--- src/design/partner_ability_pkg.sv ---
// Constants and types shared by the partner ability capture block
package partner_ability_pkg;

  // Management address of the partner ability register
  localparam logic [4:0] PARTNER_ABILITY_ADDR = 5'h05;

  // Base page field positions
  localparam int NEXT_PAGE_BIT = 15;
  localparam int ACK_BIT = 14;
  localparam int FAULT_BIT = 13;
  localparam int RESERVED_BIT = 12;
  localparam int ASYM_PAUSE_BIT = 11;
  localparam int SYM_PAUSE_BIT = 10;
  localparam int TECH_HI = 9;
  localparam int TECH_LO = 5;
  localparam int SELECTOR_HI = 4;
  localparam int SELECTOR_LO = 0;

  // Next page field positions
  localparam int MSG_PAGE_BIT = 13;
  localparam int SECOND_ACKNOWLEDGE_BIT = 12;
  localparam int TOGGLE_BIT = 11;
  localparam int CODE_HI = 10;
  localparam int CODE_LO = 0;

  // Values after reset
  localparam logic [15:0] WORD_RESET = 16'h0000;
  localparam logic [4:0] SELECTOR_RESET = 5'h00;
  localparam logic [15:0] READ_IDLE = 16'h0000;

  typedef logic [15:0] code_word_t;

  // Which page the register address shows
  typedef enum logic [1:0] {
    VIEW_BASE = 2'b01,
    VIEW_NEXT = 2'b10
  } page_view_t;

endpackage : partner_ability_pkg

--- src/design/link_partner_ability_capture.sv ---
// Captures the link partner's base and next page words for management reads
// Functional notes
// - A base page accepted from the partner is loaded into the ability register at 0x05.
// - After negotiation completes with next pages in use, a received next page replaces it.
// - Bit 15 shows the partner's next page request in both views.
// - Bit 14 shows whether the partner acknowledged our ability word.
// - Bit 14 is loaded with each accepted page and otherwise set or cleared by the negotiation logic's ack updates.
// - Bit 13 of the base view shows the partner's remote fault.
// - Bit 12 of the base view is reserved and always reads zero.
// - Bits 11 and 10 show the partner's asymmetric and symmetric pause abilities.
// - Bits 9 to 5 show the partner's T4, TX full, TX, 10 full and 10 half abilities.
// - Bits 4 to 0 hold the partner's selector and reset to zero.
// - In the next view bits 13, 12, 11 are message page, second ack, toggle; 10 to 0 the code.
`timescale 1ns/100ps
module link_partner_ability_capture (
  input wire logic ref_clk,
  input wire logic arst_n,
  input wire logic base_page_valid,
  input wire logic next_page_valid,
  input wire partner_ability_pkg::code_word_t rx_code_word,
  input wire logic an_complete,
  input wire logic next_page_enable,
  input wire logic ack_update,
  input wire logic ack_value,
  input wire logic mgmt_rd_en,
  input wire logic mgmt_wr_en,
  input wire logic [4:0] mgmt_addr,
  input wire partner_ability_pkg::code_word_t mgmt_wr_data,
  output partner_ability_pkg::code_word_t mgmt_rd_data,
  output logic mgmt_rd_valid,
  output logic next_page_view
);
  import partner_ability_pkg::*;

  page_view_t view_q;
  page_view_t view_d;
  code_word_t base_word_q;
  code_word_t next_word_q;
  code_word_t base_in;
  code_word_t next_in;
  code_word_t partner_ability_reg;
  code_word_t rd_data_q;
  code_word_t rd_data_d;
  logic rd_valid_q;
  logic rd_valid_d;
  logic next_accept;
  logic base_load;
  logic next_load;
  logic ack_only;

  // Decides whether a management access hits this register
  function automatic logic addr_hit(input logic [4:0] addr);
    addr_hit = (addr == PARTNER_ABILITY_ADDR);
  endfunction : addr_hit

  // Page acceptance and acknowledge updates
  always_comb begin
    next_accept = next_page_valid && an_complete && next_page_enable;
    ack_only = ack_update && !base_page_valid && !next_accept;
    base_in = base_word_q;
    next_in = next_word_q;
    if (base_page_valid) begin
      base_in = rx_code_word;
      base_in[RESERVED_BIT] = 1'b0;
    end else if (ack_only) begin
      base_in[ACK_BIT] = ack_value;
    end
    if (next_accept) begin
      next_in = rx_code_word;
    end else if (ack_only) begin
      next_in[ACK_BIT] = ack_value;
    end
    base_load = base_page_valid || (ack_only && view_q == VIEW_BASE);
    next_load = next_accept || (ack_only && view_q == VIEW_NEXT);
  end

  // Base page holding register
  page_word_store u_base_store (
    .ref_clk(ref_clk),
    .arst_n(arst_n),
    .load(base_load),
    .load_word(base_in),
    .word_q(base_word_q)
  );

  // Next page holding register
  page_word_store u_next_store (
    .ref_clk(ref_clk),
    .arst_n(arst_n),
    .load(next_load),
    .load_word(next_in),
    .word_q(next_word_q)
  );

  // View selection: a new base page returns to the base view
  always_comb begin
    view_d = view_q;
    unique case (view_q)
      VIEW_BASE: begin
        if (next_accept && !base_page_valid) begin
          view_d = VIEW_NEXT;
        end
      end
      VIEW_NEXT: begin
        if (base_page_valid) begin
          view_d = VIEW_BASE;
        end
      end
      default: begin
        view_d = VIEW_BASE;
      end
    endcase
  end

  // Word shown at the register address
  always_comb begin
    if (view_q == VIEW_NEXT) begin
      partner_ability_reg = next_word_q;
    end else begin
      partner_ability_reg = base_word_q;
    end
  end

  // Management read answer; writes to this read-only word are dropped
  always_comb begin
    rd_valid_d = mgmt_rd_en;
    rd_data_d = READ_IDLE;
    if (mgmt_rd_en && addr_hit(mgmt_addr)) begin
      rd_data_d = partner_ability_reg;
    end
  end

  // Register view state and read answer
  always_ff @(posedge ref_clk or negedge arst_n) begin
    if (!arst_n) begin
      view_q <= VIEW_BASE;
      rd_data_q <= READ_IDLE;
      rd_valid_q <= 1'b0;
    end else begin
      view_q <= view_d;
      rd_data_q <= rd_data_d;
      rd_valid_q <= rd_valid_d;
    end
  end

  assign mgmt_rd_data = rd_data_q;
  assign mgmt_rd_valid = rd_valid_q;
  assign next_page_view = (view_q == VIEW_NEXT);

  // Base view never shows the reserved bit set
  property p_reserved_zero;
    @(posedge ref_clk) disable iff (!arst_n)
      (view_q == VIEW_BASE) |-> (partner_ability_reg[RESERVED_BIT] == 1'b0);
  endproperty
  a_reserved_zero: assert property (p_reserved_zero)
    else $error("reserved bit set in base view");

  // Accepted base page appears whole on the next cycle
  property p_base_load;
    @(posedge ref_clk) disable iff (!arst_n)
      base_page_valid |=> (view_q == VIEW_BASE) && (partner_ability_reg == $past(base_in));
  endproperty
  a_base_load: assert property (p_base_load)
    else $error("base page not captured");

  // Accepted next page replaces the register contents
  property p_next_load;
    @(posedge ref_clk) disable iff (!arst_n)
      (next_accept && !base_page_valid) |=>
        next_page_view && (partner_ability_reg == $past(rx_code_word));
  endproperty
  a_next_load: assert property (p_next_load)
    else $error("next page not captured");

  // Next page request bit follows the received word
  property p_np_bit;
    @(posedge ref_clk) disable iff (!arst_n)
      (base_page_valid || next_accept) |=>
        partner_ability_reg[NEXT_PAGE_BIT] == $past(rx_code_word[NEXT_PAGE_BIT]);
  endproperty
  a_np_bit: assert property (p_np_bit)
    else $error("next page request bit wrong");

  // Acknowledge follows the negotiation logic's update
  property p_ack_update;
    @(posedge ref_clk) disable iff (!arst_n)
      ack_only |=> partner_ability_reg[ACK_BIT] == $past(ack_value);
  endproperty
  a_ack_update: assert property (p_ack_update)
    else $error("acknowledge bit not updated");

  // Without a page or ack event the word stays put, whatever software writes
  property p_hold;
    @(posedge ref_clk) disable iff (!arst_n)
      (!base_page_valid && !next_accept && !ack_update) |=> $stable(partner_ability_reg);
  endproperty
  a_hold: assert property (p_hold)
    else $error("register changed without a page event");

  // Fault, pause and technology fields follow the base page
  property p_base_fields;
    @(posedge ref_clk) disable iff (!arst_n)
      base_page_valid |=>
        (partner_ability_reg[FAULT_BIT] == $past(rx_code_word[FAULT_BIT]))
        && (partner_ability_reg[ASYM_PAUSE_BIT:SYM_PAUSE_BIT]
            == $past(rx_code_word[ASYM_PAUSE_BIT:SYM_PAUSE_BIT]))
        && (partner_ability_reg[TECH_HI:TECH_LO] == $past(rx_code_word[TECH_HI:TECH_LO]));
  endproperty
  a_base_fields: assert property (p_base_fields)
    else $error("base page fields wrong");

  // Selector follows the base page
  property p_selector;
    @(posedge ref_clk) disable iff (!arst_n)
      base_page_valid |=>
        partner_ability_reg[SELECTOR_HI:SELECTOR_LO]
          == $past(rx_code_word[SELECTOR_HI:SELECTOR_LO]);
  endproperty
  a_selector: assert property (p_selector)
    else $error("selector field wrong");

  // Next view flag and code fields keep received values
  property p_next_fields;
    @(posedge ref_clk) disable iff (!arst_n)
      (next_accept && !base_page_valid) |=>
        (partner_ability_reg[MSG_PAGE_BIT:TOGGLE_BIT]
          == $past(rx_code_word[MSG_PAGE_BIT:TOGGLE_BIT]))
        && (partner_ability_reg[CODE_HI:CODE_LO] == $past(rx_code_word[CODE_HI:CODE_LO]));
  endproperty
  a_next_fields: assert property (p_next_fields)
    else $error("next page fields wrong");

  // A read returns the word shown at the request edge, a cycle later
  property p_read;
    @(posedge ref_clk) disable iff (!arst_n)
      (mgmt_rd_en && addr_hit(mgmt_addr)) |=>
        mgmt_rd_valid && (mgmt_rd_data == $past(partner_ability_reg));
  endproperty
  a_read: assert property (p_read)
    else $error("read answer wrong");

  // A management write of differing data, with no page or ack event, changes nothing
  property p_write_ignored;
    @(posedge ref_clk) disable iff (!arst_n)
      (mgmt_wr_en && addr_hit(mgmt_addr) && (mgmt_wr_data != partner_ability_reg)
        && !base_page_valid && !next_accept && !ack_update) |=> $stable(partner_ability_reg);
  endproperty
  a_write_ignored: assert property (p_write_ignored)
    else $error("management write changed the register");

endmodule : link_partner_ability_capture

--- src/design/page_word_store.sv ---
// Sixteen-bit holding register for one received page
`timescale 1ns/100ps
module page_word_store (
  input wire logic ref_clk,
  input wire logic arst_n,
  input wire logic load,
  input wire partner_ability_pkg::code_word_t load_word,
  output partner_ability_pkg::code_word_t word_q
);
  import partner_ability_pkg::*;

  code_word_t word_d;

  // Whole word replaced at once so a read never sees two pages mixed
  always_comb begin
    word_d = word_q;
    if (load) begin
      word_d = load_word;
    end
  end

  // Register the stored word
  always_ff @(posedge ref_clk or negedge arst_n) begin
    if (!arst_n) begin
      word_q <= WORD_RESET;
    end else begin
      word_q <= word_d;
    end
  end

endmodule : page_word_store

--- config.mk ---
export PLATFORM = sky130hd
export DESIGN_NAME = link_partner_ability_capture
export DESIGN_NICKNAME = d
export VERILOG_FILES = /design/src/design/partner_ability_pkg.sv /design/src/design/link_partner_ability_capture.sv /design/src/design/page_word_store.sv
export SDC_FILE = /design/constraint.sdc
export NUM_CORES = 1
export LEC_CHECK = 0
export BUFFER_PORTS_ARGS = -buffer_cell sky130_fd_sc_hd__buf_4
export CORE_MARGIN = 2
export CORE_UTILIZATION = 32
export CTS_BUF_LIST = sky130_fd_sc_hd__clkbuf_16
export CTS_CLUSTER_SIZE = 25
export DETAILED_ROUTE_END_ITERATION = 6
export GPL_ROUTABILITY_DRIVEN = 0
export PLACE_DENSITY = 0.55
export SYNTH_ARGS = -nofsm -noshare
export SYNTH_HDL_FRONTEND = slang
export SYNTH_SLANG_ARGS = --single-unit
--- constraint.sdc ---
create_clock -name ref_clk -period 2.3 [get_ports ref_clk]
set_input_delay 0.23 -clock ref_clk [delete_from_list [all_inputs] [get_ports ref_clk]]
set_output_delay 0.23 -clock ref_clk [all_outputs]
set_load 0.01 [all_outputs]
==> results of run 1 <==
## power by group through the flow
stage	Clock, W	Combinational (W)	Sequential (W)
after detailed placement	0	0.000184	0.00102
after global routing	0.000739	0.000201	0.00101
after floorplan	0	0.000108	0.00101
after global placement	0	0.000181	0.00101
after CTS	0.000698	0.000186	0.00100
final	0.000674	0.000181	0.00100
## worst max-delay path, delay by kind of cell (launching register included)
| family | cells | cell delay [ns] |
|---|---|---|
| simple gates | 1 | 0.50 |
| buf+inv | 2 | 0.37 |
| flops | 1 | 0.53 |
## routing by layer
layer	track usage	share of wire	vias up
met2	0.190	0.46	39
met3	0.0424	0.077	7
met4	0.0344	0.0084	0
met5	0	0	-
met1	0.143	0.46	639
li1	-	-	617
## stage by stage
step           cell area, um2  std cells  setup slack (ns)
6_report                 2530        277             0.389
5_1_grt                  2530        277             0.282
4_1_cts                  2530        277             0.359
3_5_place_dp             2380        268             0.665
3_3_place_gp             2380        268             0.686
2_1_floorplan            1980        152              1.15
## synthesized netlist by cell type (all sizes together) (2+ instances only)
library cell and number:
mux2 29, nand2 32, dfrtp 49, a21oi 16, inv 2, and4bb 2
nand3 3, nor2 2, buf 8
## area by class of cell
cell class                 instances  share of cell area
sequential                        50               0.496
multi-input combinational         92               0.259
timing repair buffer              50               0.150
clock buffer                       5              0.0495
tap                               75              0.0371
inverter                           2             0.00495
clock inverter                     3             0.00446
## sequential cells by signal, summed over array words and instances (netlist names)
name	cells
mgmt_rd_data	16
mgmt_rd_valid	1
u_base_store.word_q	15
u_next_store.word_q	16
view_q	2
## worst paths after layout
kind / startpoint / to / slack (ns)
max: view_q[0]$_DFFE_PN1P_ / next_page_view / 0.39
min: mgmt_rd_en / mgmt_rd_valid$_DFF_PN0_ / 0.08
max reg2reg: view_q[0]$_DFFE_PN1P_ / mgmt_rd_data[4]$_DFF_PN0_ / 0.71
min reg2reg: u_next_store.word_q[12]$_DFFE_PN0P_ / mgmt_rd_data[12]$_DFF_PN0_ / 0.50
max in group asynchronous: arst_n / mgmt_rd_data[3]$_DFF_PN0_ / 1.37
min in group asynchronous: arst_n / mgmt_rd_data[15]$_DFF_PN0_ / 0.52
## cell families (layout without fill, tap and decap cells)
logic type	count (synthesis)	after routing	share of synthesized area
flip-flops	50	50	0.633
AND/OR/NAND/NOR	43	43	0.102
multiplexers	30	30	0.170
AO/OA/AOI/OAI	19	19	0.0576
buffers and inverters	10	60	0.0367
==> flow_summary.ini, run 1 <==
[clocking]
cts_hold_buf = 1
clkTransAtPathRegs_ns = 0.06
ctsResizeCount = 0
root_buffer = clkbuf_16
cts_post_setup_buffers_inserted = 0
cts_tree = done
cts_inserted_buffers = 5
cts_buffer_depth = 2
clock_sinks = 50
htree_levels = 2
worstSkewPairLatency_ns = 0.28

[routing]
final_antenna_net_count = 0
vias = 1302
vias_per_cell = 4.70
drc = 0
wl_um = 3710
wl_per_cell_um = 13.4
dr.pass1.iters = 4
drt_iter0_drc = 65

[yosys]
syn_area_mm2 = 0.00198
syn_area_per_cell_um2 = 13.0
async_flop_share = 1.00
synth_edf_count = 0
synth_area_leaders = dfrtp_1 (62%), mux2_2 (17%), nand2_1 (6.1%)
synth_top_area_cell = dfrtp_1
synth_seq_cells = 50
synth_fp_nets = 199
yosys_most_used_dff = dfrtp_1
synth_top_area_share = 0.620
syn-instance-count = 152
seq_area_frac_synth = 0.633
synth_cell_types = 23
yosys_warnings = 0

[power]
combPwrFrac = 0.098
switchingPower_w = 0.000391
total_power_w = 0.00186
power.leakage_nw = 1.21
cellInternalPower_w = 0.00146
peakVddDrop_v = 0.000403
power_density_mw_per_mm2 = 734
p_seq_frac = 0.539
clkPwrFrac = 0.363
p_sw_frac = 0.211

[worst_setup_path]
worst-r2r-cell-count = 4
path_max_fanout = 19
worstPathArrival_ns = 1.68
cp_slowest_stage_delay_ns = 0.53
required_ns = 2.07
crit_path_top_delay_cell = dfstp_2
cp-end-kind = output port
crit_chain = nand2b_1, inv_6, buf_4
start_kind = flop
crit_type = flop to output port

[layout]
area_delta_synth_final_pct = 27.7
n_antenna_cell = 0
final_layout_size_suffix_gt1_frac = 0.446
seqCellArea_mm2 = 0.00125
final_core_util = 0.424
n_fill_cell = 584
multi_input_area_um2 = 653
nets = 248
final_cell_mix = buf_4 (49), dfrtp_1 (49), nand2_1 (32)

[die]
io_pins = 65
rows = 28
start_util = 0.332
die-area_mm2 = 0.00683
core_area_mm2 = 0.00596
dieWidth_um = 82.6
die_h_um = 82.6

[grt]
grt-ovfl-total = 0
grt.total_usage = 0.116
grt_max_degree = 51
antenna_found_initial = 0
grt_pass1_vias = 1211
grt_first_pass_wirelength_um = 5780

[sta]
hold_ws_ns = 0.0801
finalCriticalPeriod_ns = 1.91
hold_viol_final = 0
worstMarginPinSlew_ns = 0.615
finalCritPeriodShare = 0.831
setup_viol_count_final = 0
slew_violations = 0
fmaxAchievable_ghz = 0.523
fin_skew_ns = 0.00489
fin_setup_tns_ns = 0
rsz0062_at_grt = no
slew_headroom = 0.590

[placement]
io_buffer_count = 47
dp_hpwl_um = 2400

[run_status]
outcome = finished, final reports clean

[worst_hold_path]
hold_path.class = primary input to flop
min_path_cells = 1

[run]
cap_violations = 0
Power figures use the tool's default switching activity.
==> run 2, diff against run 1 <==
Settings changed: ABC_AREA set to 1, PLACE_DENSITY 0.55 to 0.57.
Clock period 2.3 ns to 1.53 ns, I/O delays scaled along.
==> run 2 against run 1 <==
Worst setup slack got worse by 0.20 ns. Combinational power rose by 38%. First-iteration DRC count fell by 32%. Critical path depth rose by 4. Worst hold slack improved by 0.041 ns. Utilization rose by 1.2 points. Count of clock-buffer cells in the layout did not move. Global-route usage rose by 0.58 points. Non-clock buffer count rose by 7. Via count rose by 14%. Sequential share of layout area fell by 1.6 points.
==> flow_summary.ini, run 2 <==
[run_status]
outcome = finished, final reports clean

[worst_setup_path]
cp-end-kind = flop
crit_type = primary input to flop
required_ns = 1.74
path_max_fanout = 10
worstPathArrival_ns = 1.55
start_kind = primary input

[yosys]
syn_area_per_cell_um2 = 9.55
synth_edf_count = 0
syn_area_mm2 = 0.00200
async_flop_share = 1.00
ys_top_cells_by_count = nand2_1 (68), dfrtp_1 (49), o21ai_0 (32)
synth_area_leaders = dfrtp_1 (61%), nand2_1 (13%), o21ai_0 (8.0%)
synth_top_area_cell = dfrtp_1
synth_top_area_share = 0.614
syn-instance-count = 209
synth_seq_cells = 50
yosys_warnings = 0
yosys_most_used_dff = dfrtp_1
synth_cell_types = 18
synth_fp_nets = 256
yosysMostFrequentCell = nand2_1
seq_area_frac_synth = 0.628

[worst_hold_path]
hold_path.class = primary input to flop

[power]
p_seq_frac = 0.533
p_sw_frac = 0.231
power_density_mw_per_mm2 = 1070
peakVddDrop_v = 0.000547
clkPwrFrac = 0.378
switchingPower_w = 0.000644
combPwrFrac = 0.089
power.leakage_nw = 1.35
cellInternalPower_w = 0.00215

[routing]
dr.pass1.iters = 4
wl_per_cell_um = 11.4
final_antenna_net_count = 0
vias = 1483
drt_iter0_drc = 44
vias_per_cell = 4.36
wl_um = 3870
drc = 0

[clocking]
worstSkewPairLatency_ns = 0.29
cts_inserted_buffers = 5
ctsResizeCount = 0
clkTransAtPathRegs_ns = 0.06
cts_tree = done
root_buffer = clkbuf_16
clock_sinks = 50
cts_buffer_depth = 2
htree_levels = 2

[die]
start_util = 0.333
die_h_um = 83.0
rows = 28
core_area_mm2 = 0.00599
io_pins = 65
dieWidth_um = 83.0
die-area_mm2 = 0.00688

[layout]
final_cell_mix = nand2_1 (68), buf_4 (55), dfrtp_1 (49)
nets = 311
layout_commonest_cell = nand2_1
instances_no_fill = 340
n_antenna_cell = 0
area_delta_synth_final_pct = 30.8
stdcell_area_mm2 = 0.00261
final_core_util = 0.436
final_layout_size_suffix_gt1_frac = 0.298
n_fill_cell = 604

[placement]
dp_hpwl_um = 2540
dpl_worst_slack_ns = 0.0864
io_buffer_count = 47
placed_area_mm2 = 0.00241
placedCellCount = 325

[sta]
worstMarginPinSlew_ns = 0.628
slew_headroom = 0.582
fin_skew_ns = 0.00467
fmaxAchievable_ghz = 0.747
finalCriticalPeriod_ns = 1.34
slew_violations = 0
setup_viol_count_final = 0
rsz0062_at_grt = no
hold_viol_final = 0
finalWorstSetupSlack_ns = 0.192
fin_setup_tns_ns = 0
finalCritPeriodShare = 0.874

[grt]
antenna_found_initial = 0
grt_max_degree = 51
grt-ovfl-total = 0
grt_first_pass_wirelength_um = 6730
grt.total_usage = 0.122
grt_pass1_vias = 1483

[run]
cap_violations = 0
-- run 2: cell count changes in the layout (fill, tap and decap cells not counted), sizes merged, moves of 2 or more --
cell,before,now
buf,49,55
inv,4,23
nor2,2,5
and4bb,2,0
o21ai,0,32
nand3,3,5
nand2,32,70
mux2,29,0
-- run 2: power by group through the flow --
stage / registers (W) / clock network (W) / logic (W)
floorplan: 0.00150 / 0 / 0.000133
global placement: 0.00151 / 0 / 0.000245
detailed placement: 0.00151 / 0 / 0.000251
CTS: 0.00149 / 0.00109 / 0.000256
global route: 0.00150 / 0.00114 / 0.000292
finish: 0.00149 / 0.00106 / 0.000250
-- run 2: timing repair --
item	4_1_cts	5_1_grt
setup buffers	0	5
endpoints found under the setup margin	0	4
hold endpoints to repair	50	0
hold buffers	2	0
-- run 2: layout make-up --
type                            instances  area (um2)  share of cell area
Clock buffer                            5         125              0.0479
Clock inverter                          3        17.5             0.00671
Inverter                               22        82.6              0.0316
Multi-Input combinational cell        128         606               0.232
Sequential cell                        50        1250               0.480
Tap cell                               75        93.8              0.0360
Timing Repair Buffer                   57         433               0.166
-- run 2: cell families after synthesis --
group,share of synthesized area
AO/OA/AOI/OAI,0.135
buffers and inverters,0.0690
flip-flops,0.628
AND/OR/NAND/NOR,0.169
-- run 2: path summary, 6_finish.rpt --
path                                                    start                                   to  slack, ns  cells past startpoint
min in group asynchronous                              arst_n           mgmt_rd_data[15]$_DFF_PN0_       0.41                      2
min reg2reg                u_next_store.word_q[9]$_DFFE_PN0P_   u_next_store.word_q[9]$_DFFE_PN0P_       0.48                      2
max                                                mgmt_rd_en            mgmt_rd_data[1]$_DFF_PN0_       0.19                      7
min                                          rx_code_word[12]  u_next_store.word_q[12]$_DFFE_PN0P_       0.12                      3
max reg2reg                             view_q[0]$_DFFE_PN1P_                view_q[1]$_DFFE_PN0P_       0.25                      5
max in group asynchronous                              arst_n  u_base_store.word_q[14]$_DFFE_PN0P_       0.67                      2
-- run 2: through the flow --
stage | power (W) | hold slack, ns
floorplan | 0.00163 | -0.143
global placement | 0.00175 | 0.214
detailed placement | 0.00176 | 0.217
CTS | 0.00284 | 0.119
global route | 0.00293 | 0.128
finish | 0.00279 | 0.121
-- run 2: routing by layer --
layer / global-route usage / vias to the layer above / routed length, um
li1: - / 764 / -
met4: 0.0402 / 0 / 54
met2: 0.211 / 29 / 1890
met5: 0 / - / 0
met3: 0.0358 / 4 / 175
met1: 0.144 / 686 / 1750
-- run 2: worst max-delay path, stage by stage --
cell and delay, ns:
dlygate4sd3_1 0.52, buf_4 0.10, inv_1 0.03, nor2_1 0.10
nand4_2 0.23, buf_4 0.29, a21oi_1 0.12
==> run 3, diff against run 2 <==
Settings changed: PLACE_DENSITY 0.57 to unset.
==> run 3 against run 2 <==
Global-route usage down 0.10 points. Combinational power rose by 2%. First-iteration DRC count up 57%. Worst hold slack lost 0.0026 ns. Non-clock buffer count fell by 3. Sequential power is essentially flat. Die area stayed put. Largest cell class unchanged. Largest power group unchanged.
==> flow_summary.ini, run 3 (synthesis gave the netlist of run 2 again) <==
[sta]
hold_ws_ns = 0.119
hold_viol_final = 0
worstMarginPinSlew_ns = 0.608
finalWorstSetupSlack_ns = 0.261
setup_viol_count_final = 0
slew_violations = 0
finalCriticalPeriod_ns = 1.27
slew_headroom = 0.594
fmaxAchievable_ghz = 0.788
fin_skew_ns = 0.00490
rsz0062_at_grt = no
finalCritPeriodShare = 0.829
fin_setup_tns_ns = 0

[clocking]
cts_inserted_buffers = 5
root_buffer = clkbuf_16
htree_levels = 2
clock_sinks = 50
cts_buffer_depth = 2
clkTransAtPathRegs_ns = 0.07
worstSkewPairLatency_ns = 0.29
cts_tree = done
cts_post_setup_buffers_inserted = 0

[power]
switchingPower_w = 0.000657
power.leakage_nw = 1.34
combPwrFrac = 0.090
total_power_w = 0.00281
p_sw_frac = 0.233
peakVddDrop_v = 0.000614
p_seq_frac = 0.528
clkPwrFrac = 0.382
cellInternalPower_w = 0.00216
power_density_mw_per_mm2 = 1080

[routing]
drt_iter0_drc = 69
drt-met1-wl_um = 1750
vias = 1491
top_layer = met4
met3_length_um = 237
wl_um = 3840
final_antenna_net_count = 0
wl_per_cell_um = 11.4
vias_per_cell = 4.42
dr.pass1.iters = 4
drc = 0
dr_wl_met2_um = 1800

[layout]
nets = 308
area_delta_synth_final_pct = 30.4
final_layout_size_suffix_gt1_frac = 0.290
n_antenna_cell = 0
layout_commonest_cell = nand2_1
instances_no_fill = 337
final_cell_mix = nand2_1 (68), buf_4 (51), dfrtp_1 (49)

[run]
cap_violations = 0

[placement]
placedCellCount = 327
io_buffer_count = 47
dpl_worst_slack_ns = 0.263
dp_hpwl_um = 2510

[worst_setup_path]
cp_slowest_stage_delay_ns = 0.57
worstPathArrival_ns = 1.45
start_kind = flop
path_max_fanout = 16
crit_path_top_delay_cell = dfstp_2
required_ns = 1.71
crit_type = flop to flop
crit_chain = nor2_4, inv_2, o21ai_0, nand2_1, inv_1
cp-end-kind = flop

[die]
rows = 28
die_h_um = 83.0
io_pins = 65
die-area_mm2 = 0.00688
start_util = 0.333
dieWidth_um = 83.0
core_area_mm2 = 0.00599

[grt]
grt-ovfl-total = 0
grt_max_degree = 51
grt_pass1_vias = 1455
grt_first_pass_wirelength_um = 6670
antenna_found_initial = 0
grt.total_usage = 0.121

[run_status]
outcome = finished, final reports clean

[worst_hold_path]
hold_path.class = primary input to flop
[run 3: changes by cell type in the layout (fill, tap and decap cells not counted)]
| cell | before | now |
|---|---|---|
| clkinv_2 | 1 | 0 |
| inv_1 | 21 | 20 |
| clkinv_1 | 0 | 1 |
| inv_6 | 0 | 1 |
| clkinvlp_4 | 0 | 1 |
| clkinv_4 | 1 | 0 |
| buf_12 | 0 | 1 |
| buf_4 | 55 | 51 |
[run 3: power by group through the flow]
| stage | clock (W) | sequential, W | combinational, W |
|---|---|---|---|
| after CTS | 0.00111 | 0.00149 | 0.000261 |
| after detailed placement | 0 | 0.00151 | 0.000256 |
| final | 0.00107 | 0.00149 | 0.000254 |
| after floorplan | 0 | 0.00150 | 0.000133 |
| after global routing | 0.00116 | 0.00150 | 0.000298 |
| after global placement | 0 | 0.00151 | 0.000250 |
[run 3: layer usage]
layer	GRT usage	up-vias
met2	0.195	36
met5	0	-
met3	0.0417	5
met4	0.0402	0
met1	0.151	690
li1	-	760
[run 3: final cells by class]
type | instances | area (um2)
clock buffers | 5 | 125
clock inverters | 3 | 20.0
fillers | 591 | 3390
inverters | 22 | 82.6
multi-input cells | 128 | 606
flip-flops and latches | 50 | 1250
well taps | 75 | 93.8
repair buffers | 54 | 423
[run 3: final timing paths]
kind / cells after the start / end / slack (ns) / startpoint
max in group asynchronous: 2 / view_q[1]$_DFFE_PN0P_ / 0.70 / arst_n
min reg2reg: 2 / u_base_store.word_q[5]$_DFFE_PN0P_ / 0.48 / u_base_store.word_q[5]$_DFFE_PN0P_
max: 5 / view_q[1]$_DFFE_PN0P_ / 0.26 / view_q[0]$_DFFE_PN1P_
min: 3 / u_next_store.word_q[12]$_DFFE_PN0P_ / 0.12 / rx_code_word[12]
max reg2reg: 5 / view_q[1]$_DFFE_PN0P_ / 0.26 / view_q[0]$_DFFE_PN1P_
min in group asynchronous: 2 / mgmt_rd_data[0]$_DFF_PN0_ / 0.43 / arst_n
[run 3: critical path: cells and delay by family, from the launching register on]
kind | cells | cell delay [ns]
simple gates | 2 | 0.17
compound gates | 1 | 0.14
buf+inv | 2 | 0.28
flops | 1 | 0.57
[run 3: what timing repair did]
action / 4_1_cts / 5_1_grt
resized for setup: 0 / 0
hold buffers: 2 / 0
endpoints found under the hold margin: 50 / 0
setup endpoints to repair: 0 / 0
[run 3: stage by stage]
step                utilization  instance area [um2]
floorplan                     -                 2000
global placement          0.407                 2440
detailed placement        0.407                 2440
CTS                       0.434                 2600
global route              0.434                 2600
finish                    0.434                 2600
